## src/core/modem_lines_pkg.sv

```systemverilog
// Purpose: shared constants for the serial modem status and pin mux block
// Assumes: one clock domain, 8-bit status and control bytes
// Notes: bit positions of status, control and enable bytes
package modem_lines_pkg;
  // modem status byte
  localparam int STAT_DCTS = 0;
  localparam int STAT_DDSR = 1;
  localparam int STAT_TERI = 2;
  localparam int STAT_DDCD = 3;
  localparam int STAT_CTS = 4;
  localparam int STAT_DSR = 5;
  localparam int STAT_RI = 6;
  localparam int STAT_DCD = 7;
  // modem control byte
  localparam int CTRL_DTR = 0;
  localparam int CTRL_RTS = 1;
  localparam int CTRL_LOOP = 4;
  // interrupt enable byte
  localparam int IRQEN_MODEM = 3;
  // reset values and synchroniser depth
  localparam logic [7:0] STAT_RESET = 8'h00;
  localparam logic [7:0] CTRL_RESET = 8'h00;
  localparam int SYNC_STAGES = 3;
  // pin-group indices of the second port
  localparam int PIN_RXD = 0;
  localparam int PIN_TXD = 1;
  localparam int PIN_RTS = 2;
  localparam int PIN_CTS = 3;
  localparam int PIN_DTR = 4;
  localparam int PIN_DSR = 5;
  localparam int PIN_DCD = 6;
  localparam int PIN_RI = 7;
  localparam int PORT2_PINS = 8;
endpackage

```

## src/core/serial_modem_status_lines.sv

```systemverilog
// Purpose: modem status/control lines and second-port pin sharing
// Assumes: control bits and status read strobe come from host logic
// Notes: status byte is registered; read clears deltas on the next edge
`timescale 1ns/100ps
module serial_modem_status_lines
  import modem_lines_pkg::*;
#(
  parameter int PINS = modem_lines_pkg::PORT2_PINS
) (
  input wire logic clk_sys, // system clock
  input wire logic rst, // async reset, high
  input wire logic carrier_detect_in_n, // modem carrier, low active
  input wire logic ring_indicator_in_n, // modem ring, low active
  input wire logic clear_to_send_in_n, // modem cts, low active
  input wire logic data_set_ready_in_n, // modem dsr, low active
  output logic request_to_send_out_n, // rts pin, low active
  output logic terminal_ready_out_n, // dtr pin, low active
  input wire logic [7:0] modem_control_reg, // control byte
  input wire logic [7:0] interrupt_enable_reg, // enable byte
  input wire logic status_read, // one-cycle status read strobe
  output logic [7:0] modem_status_reg, // status byte
  output logic modem_irq, // modem status interrupt level
  input wire logic [PINS-1:0] port2_gpio_sel, // 1 = general I/O
  input wire logic [PINS-1:0] port2_gpio_od, // 1 = open-drain
  input wire logic [PINS-1:0] port2_gpio_dir, // 1 = output
  input wire logic [PINS-1:0] port2_gpio_dout, // gpio out data
  output logic [PINS-1:0] port2_gpio_din, // gpio in data
  input wire logic [PINS-1:0] port2_pin_in, // pad input levels
  output logic [PINS-1:0] port2_pin_out, // pad output levels
  output logic [PINS-1:0] port2_pin_oe, // pad drive enables
  input wire logic port2_txd_func, // uart transmit data
  input wire logic port2_rts_n_func, // uart rts, low active
  input wire logic port2_dtr_n_func, // uart dtr, low active
  output logic [PINS-1:0] port2_func_in, // serial function inputs
  input wire logic ir_on_port2, // 1 = infrared on rxd/txd pins
  input wire logic infrared_transmit_func, // ir engine transmit
  output logic infrared_receive_func, // ir engine receive
  input wire logic [1:0] ir_gpio_sel, // 1 = general I/O on ir pin
  input wire logic [1:0] ir_gpio_od, // ir pin open-drain
  input wire logic [1:0] ir_gpio_dir, // ir pin gpio direction
  input wire logic [1:0] ir_gpio_dout, // ir pin gpio data
  output logic [1:0] ir_gpio_din, // ir pin gpio input
  input wire logic infrared_receive_in, // dedicated ir rx pad in
  input wire logic infrared_transmit_pad_in, // dedicated ir tx pad in
  output logic [1:0] ir_pin_out, // ir pads out, [1]=tx
  output logic [1:0] ir_pin_oe // ir pads enable
);
  import modem_lines_pkg::*;

  // pin indices are fixed, so only the full group is served
  if (PINS != PORT2_PINS) begin : g_bad_pins
    $error("PINS must equal PORT2_PINS");
  end

  // --------------------------------------------------------------
  // modem status
  // --------------------------------------------------------------
  // packed {dcd, ri, dsr, cts}, all low active
  logic [3:0] line_n;
  logic [3:0] prev_n;
  logic [3:0] next_prev_n;
  logic [7:0] next_status;
  logic next_irq;
  logic [3:0] delta;
  logic [3:0] change;

  input_sync #(
    .WIDTH(4),
    .INIT(4'hF)
  ) u_sync (
    .clk_sys(clk_sys),
    .rst(rst),
    .async_in({carrier_detect_in_n, ring_indicator_in_n,
               data_set_ready_in_n, clear_to_send_in_n}),
    .sync_out(line_n)
  );

  always_comb begin
    next_prev_n = line_n;
    // low-to-high on the pin level itself, as the modem drives it
    delta = line_n & ~prev_n;
    change = line_n ^ prev_n;
    next_status = modem_status_reg;
    // set wins over the read clear so no edge is lost
    if (status_read) begin
      next_status[STAT_DDCD] = 1'b0;
      next_status[STAT_TERI] = 1'b0;
      next_status[STAT_DDSR] = 1'b0;
      next_status[STAT_DCTS] = 1'b0;
    end
    if (delta[3]) next_status[STAT_DDCD] = 1'b1;
    if (delta[2]) next_status[STAT_TERI] = 1'b1;
    if (delta[1]) next_status[STAT_DDSR] = 1'b1;
    if (delta[0]) next_status[STAT_DCTS] = 1'b1;
    next_status[STAT_DCD] = ~line_n[3];
    next_status[STAT_RI] = ~line_n[2];
    next_status[STAT_DSR] = ~line_n[1];
    next_status[STAT_CTS] = ~line_n[0];
    // interrupt holds while any change is pending since the last read
    next_irq = modem_irq;
    if (status_read) next_irq = 1'b0;
    if (interrupt_enable_reg[IRQEN_MODEM] && (change[3] || change[2]))
      next_irq = 1'b1;
    if (interrupt_enable_reg[IRQEN_MODEM] && (change[1] || change[0]))
      next_irq = 1'b1;
    if (!interrupt_enable_reg[IRQEN_MODEM]) next_irq = 1'b0;
  end

  always_ff @(posedge clk_sys or posedge rst) begin
    if (rst) begin
      prev_n <= 4'hF;
      modem_status_reg <= STAT_RESET;
      modem_irq <= 1'b0;
    end else begin
      prev_n <= next_prev_n;
      modem_status_reg <= next_status;
      modem_irq <= next_irq;
    end
  end

  // --------------------------------------------------------------
  // modem control outputs
  // --------------------------------------------------------------
  logic next_rts_n;
  logic next_dtr_n;

  always_comb begin
    next_rts_n = ~modem_control_reg[CTRL_RTS];
    next_dtr_n = ~modem_control_reg[CTRL_DTR];
    if (modem_control_reg[CTRL_LOOP]) begin
      next_rts_n = 1'b1;
      next_dtr_n = 1'b1;
    end
  end

  always_ff @(posedge clk_sys or posedge rst) begin
    if (rst) begin
      request_to_send_out_n <= 1'b1;
      terminal_ready_out_n <= 1'b1;
    end else begin
      request_to_send_out_n <= next_rts_n;
      terminal_ready_out_n <= next_dtr_n;
    end
  end

  // --------------------------------------------------------------
  // pin sharing
  // --------------------------------------------------------------
  logic [PINS-1:0] pin_sync;
  logic [1:0] ir_sync;
  logic [PINS-1:0] next_out;
  logic [PINS-1:0] next_oe;
  logic [PINS-1:0] func_out;
  logic [PINS-1:0] func_oe;
  logic [1:0] next_ir_out;
  logic [1:0] next_ir_oe;
  logic next_ir_rx;

  input_sync #(
    .WIDTH(PINS + 2),
    .INIT('1)
  ) u_pin_sync (
    .clk_sys(clk_sys),
    .rst(rst),
    .async_in({infrared_transmit_pad_in, infrared_receive_in,
               port2_pin_in}),
    .sync_out({ir_sync, pin_sync})
  );

  // general output: push-pull, or open-drain driving only the low level
  function automatic logic gpio_oe(input logic dir, input logic od,
                                   input logic dout);
    return dir && (!od || !dout);
  endfunction

  always_comb begin
    func_out = '1;
    func_oe = '0;
    func_out[PIN_TXD] = ir_on_port2 ? infrared_transmit_func
                                    : port2_txd_func;
    func_out[PIN_RTS] = port2_rts_n_func;
    func_out[PIN_DTR] = port2_dtr_n_func;
    func_oe[PIN_TXD] = 1'b1;
    func_oe[PIN_RTS] = 1'b1;
    func_oe[PIN_DTR] = 1'b1;
    next_out = '1;
    next_oe = '0;
    next_ir_out = 2'h3;
    next_ir_oe = 2'h0;
    for (int i = 0; i < PINS; i++) begin
      if (port2_gpio_sel[i]) begin
        next_out[i] = port2_gpio_od[i] ? 1'b0 : port2_gpio_dout[i];
        next_oe[i] = gpio_oe(port2_gpio_dir[i], port2_gpio_od[i],
                             port2_gpio_dout[i]);
      end else begin
        next_out[i] = func_out[i];
        next_oe[i] = func_oe[i];
      end
    end
    for (int j = 0; j < 2; j++) begin
      if (ir_gpio_sel[j] || ir_on_port2) begin
        next_ir_out[j] = ir_gpio_od[j] ? 1'b0 : ir_gpio_dout[j];
        next_ir_oe[j] = ir_gpio_sel[j] &&
                        gpio_oe(ir_gpio_dir[j], ir_gpio_od[j],
                                ir_gpio_dout[j]);
      end else begin
        next_ir_out[j] = (j == 1) ? infrared_transmit_func : 1'b1;
        next_ir_oe[j] = (j == 1);
      end
    end
    next_ir_rx = ir_on_port2 ? pin_sync[PIN_RXD] : ir_sync[0];
  end

  always_ff @(posedge clk_sys or posedge rst) begin
    if (rst) begin
      port2_pin_out <= '1;
      port2_pin_oe <= '0;
      ir_pin_out <= 2'h3;
      ir_pin_oe <= 2'h0;
      port2_gpio_din <= '1;
      port2_func_in <= '1;
      ir_gpio_din <= 2'h3;
      infrared_receive_func <= 1'b1;
    end else begin
      port2_pin_out <= next_out;
      port2_pin_oe <= next_oe;
      ir_pin_out <= next_ir_out;
      ir_pin_oe <= next_ir_oe;
      port2_gpio_din <= pin_sync;
      port2_func_in <= pin_sync;
      ir_gpio_din <= ir_sync;
      infrared_receive_func <= next_ir_rx;
    end
  end
endmodule // serial_modem_status_lines

```

## src/core/input_sync.sv

```systemverilog
// Purpose: three-stage synchroniser with agreement filter
// Assumes: inputs asynchronous to clk_sys
// Notes: value updates once stages two and three agree
`timescale 1ns/100ps
module input_sync #(
  parameter int WIDTH = 4,
  parameter logic [WIDTH-1:0] INIT = '1
) (
  input wire logic clk_sys, // system clock
  input wire logic rst, // async reset, high
  input wire logic [WIDTH-1:0] async_in, // raw pins
  output logic [WIDTH-1:0] sync_out // filtered level
);
  logic [WIDTH-1:0] stage1;
  logic [WIDTH-1:0] stage2;
  logic [WIDTH-1:0] stage3;
  logic [WIDTH-1:0] next_sync_out;

  // refuse a zero-width instance at elaboration
  if (WIDTH < 1) begin : g_bad_width
    $error("input_sync: WIDTH must be positive");
  end

  always_comb begin
    next_sync_out = sync_out;
    for (int i = 0; i < WIDTH; i++) begin
      if (stage2[i] == stage3[i]) next_sync_out[i] = stage3[i];
    end
  end

  always_ff @(posedge clk_sys or posedge rst) begin
    if (rst) begin
      stage1 <= INIT;
      stage2 <= INIT;
      stage3 <= INIT;
      sync_out <= INIT;
    end else begin
      stage1 <= async_in;
      stage2 <= stage1;
      stage3 <= stage2;
      sync_out <= next_sync_out;
    end
  end
endmodule // input_sync

```

## config.mk

```make
export PLATFORM = sky130hd
export DESIGN_NAME = serial_modem_status_lines
export DESIGN_NICKNAME = d
export VERILOG_FILES = /design/src/core/modem_lines_pkg.sv /design/src/core/serial_modem_status_lines.sv /design/src/core/input_sync.sv
export SDC_FILE = /design/constraint.sdc
export NUM_CORES = 1
export LEC_CHECK = 0
export BUFFER_PORTS_ARGS = -buffer_cell sky130_fd_sc_hd__clkbuf_2
export CORE_MARGIN = 2
export CORE_UTILIZATION = 40
export CTS_CLUSTER_SIZE = 16
export DETAILED_ROUTE_END_ITERATION = 10
export HOLD_SLACK_MARGIN = 0.15
export PLACE_DENSITY = 0.81
export SETUP_SLACK_MARGIN = 0.4
export SYNTH_ARGS = -nofsm -noshare
export SYNTH_HDL_FRONTEND = slang
export SYNTH_SLANG_ARGS = --single-unit
```

## constraint.sdc

```tcl
create_clock -name clk_sys -period 3.22 [get_ports clk_sys]
set_clock_uncertainty 0.1 [all_clocks]
set_input_delay 0.644 -clock clk_sys [delete_from_list [all_inputs] [get_ports clk_sys]]
set_output_delay 0.644 -clock clk_sys [all_outputs]
set_load 0.01 [all_outputs]
```

==> results.cfg <==
[run_status]
status = finished, final reports clean

[placed_design]
hpwl_um = 3660
routabilityCongestion = 0.693
io_buffers = 115

[synth]
yosysSeqAreaShare_pct = 81.5
ys_types = 22
synth.area.top_cells = dfstp_2, dfrtp_1, maj3_1, inv_1, buf_4
synthSimpleGateAreaFrac_pct = 2.99
synth_compound_gate_area_share_pct = 4.68
synthXorXnorAreaFrac_pct = 0
ys_ff_latch = 102
avgSynthCellArea_um2 = 17.0
yosys_warnings = 0
synth_top_family_by_area = adder cells
syn_nets = 274
muxShareOfSynthArea_pct = 1.11
synth_top_area_share_pct = 66.9
netlist_area_mm2 = 0.00326
synth_cells = 192
synth_fa_ha_area_share_pct = 5.83
synth_top_area_cell = dfstp_2

[grt]
grt_pass1_vias = 1871
grt_max_degree = 72
antenna_found_initial = 0
grt_overflow_total = 0
grt_pass1_wl_um = 8080
track_usage_pct = 12.1

[timing]
slew_headroom_pct = 56.5
period_share_pct = 54.9
finalSetupTns_ns = 0
tightest_slew_ns = 0.651
rsz0062_at_grt = false
period_minus_slack_ns = 1.77
holdWs_ns = 0.247
hold_violations = 0
max_freq_ghz = 0.566
maxSlewViolCount = 0
finalSetupViolations = 0

[critical_path]
critical_path_arrival_ns = 1.02
critical_path_class = reg2out
cp-end-kind = output pin
path_delay_family = flip-flops
crit_slowest_cell = dfstp_2
crit_required_ns = 2.48
slowest_delay_ns = 0.54
critPathMaxFanout = 2
worstPathCellList = clkbuf_2
start_kind = register
crit_buf_inv = 1

[detailed_routing]
avgRoutedWirePerCell_um = 11.9
drcViolationCount = 0
wirelength_um = 4980
drtIter0Drc = 52
postRouteAntennaNets = 0
drtPass1Iterations = 4
viasPerCell = 4.41
num_vias = 1845

[cts]
cts_resized = 0
cts-root-buf = clkbuf_8
postCtsHoldBufs = 0
path_clk_slew_ns = 0.10
clock_latency_ns = 0.36
cts_sinks = 102
cts_inserted_buffers = 9
clockBufferDepth = 2
cts_tree = done
ctsHtreeMaxLevel = 3
postCtsSetupBuffers = 0

[die]
start_util_pct = 41.8
ios = 128
dieArea_mm2 = 0.00889
rows = 32
fp.dieW_um = 94.3
die_y_um = 94.3
core_mm2 = 0.00781

[finish]
n_antenna_cell = 0
final_cell_mix = clkbuf_2, dfstp_2, dfrtp_1
area_growth_pct = 26.8
final_util_pct = 52.9
drive_gt1_share_pct = 70.6
nets = 393
layout_commonest_cell = clkbuf_2

[power_and_ir_drop]
p_leak_nw = 1.97
total_power_mw = 2.49
power.density_mw_per_mm2 = 603
irDropWorstVdd_v = 0.000275

[run]
cap_violations = 0

[min_path]
hp-class = reg2reg
[path summary, 6_finish.rpt]
| path | start | endpoint | slack (ns) | cells after the start |
|---|---|---|---|---|
| hold / removal | u_pin_sync.stage1[1] | u_pin_sync.stage2[1] | 0.25 | 0 |
| hold reg to reg | u_pin_sync.stage1[1] | u_pin_sync.stage2[1] | 0.25 | 0 |
| setup reg to reg | prev_n[0] | modem_irq | 1.86 | 4 |
| max in group asynchronous | rst | u_pin_sync.sync_out[2] | 1.98 | 3 |
| setup / recovery | port2_func_in[0] | port2_func_in[0] | 1.45 | 1 |
| min in group asynchronous | rst | ir_pin_oe[0] | 0.26 | 2 |
[synth_stat cells]
library cell,number
nor2b_1,2
inv_1,18
a21bo_2,3
dfstp_2,83
ha_1,4
mux2_2,1
nand4_1,1
mux2i_1,1
buf_4,8
nand2_1,10
o22ai_1,1
a21o_1,4
dfrtp_1,19
maj3_1,14
nand3b_1,3
a21oi_1,6
o21ai_0,8
mux2_4,1
o21a_1,1
nor2_2,1
nand2b_1,2
a31o_2,1
[routing by layer]
metal,vias to the layer above,global-route usage [%],wire length (um)
li1,852,-,-
met1,892,13.6,1900
met2,84,19.3,2460
met3,17,4.98,444
met4,0,7.37,167
met5,-,0,0
[where the power goes]
part           total, mW  switching (mW)  internal, mW  leakage, nW
registers           1.47          0.0413          1.43         1.10
clock network      0.801           0.416         0.386        0.103
logic              0.217           0.113         0.104        0.769
[cells by family after synthesis]
family,Yosys count
buf+inv,26
simple gates,19
compound gates,24
fa+ha+maj,18
mux,3
flops,102
[per-stage QoR]
stage | instances | worst slack, ns | area, um2
6_report | 418 | 1.45 | 4130
2_1_floorplan | 192 | 1.33 | 3260
3_5_place_dp | 402 | 1.53 | 3930
4_1_cts | 418 | 1.43 | 4130
3_3_place_gp | 402 | 1.56 | 3930
5_1_grt | 418 | 1.40 | 4130
[cell type report]
class	instances	area, um2
sequential	102	2660
fill	668	3670
multi-input combinational	64	477
timing repair buffer	116	596
inverter	18	71.3
tap	102	128
clock buffer	10	138
clock inverter	6	68.8
No activity file was read; power rests on OpenSTA's default activity.
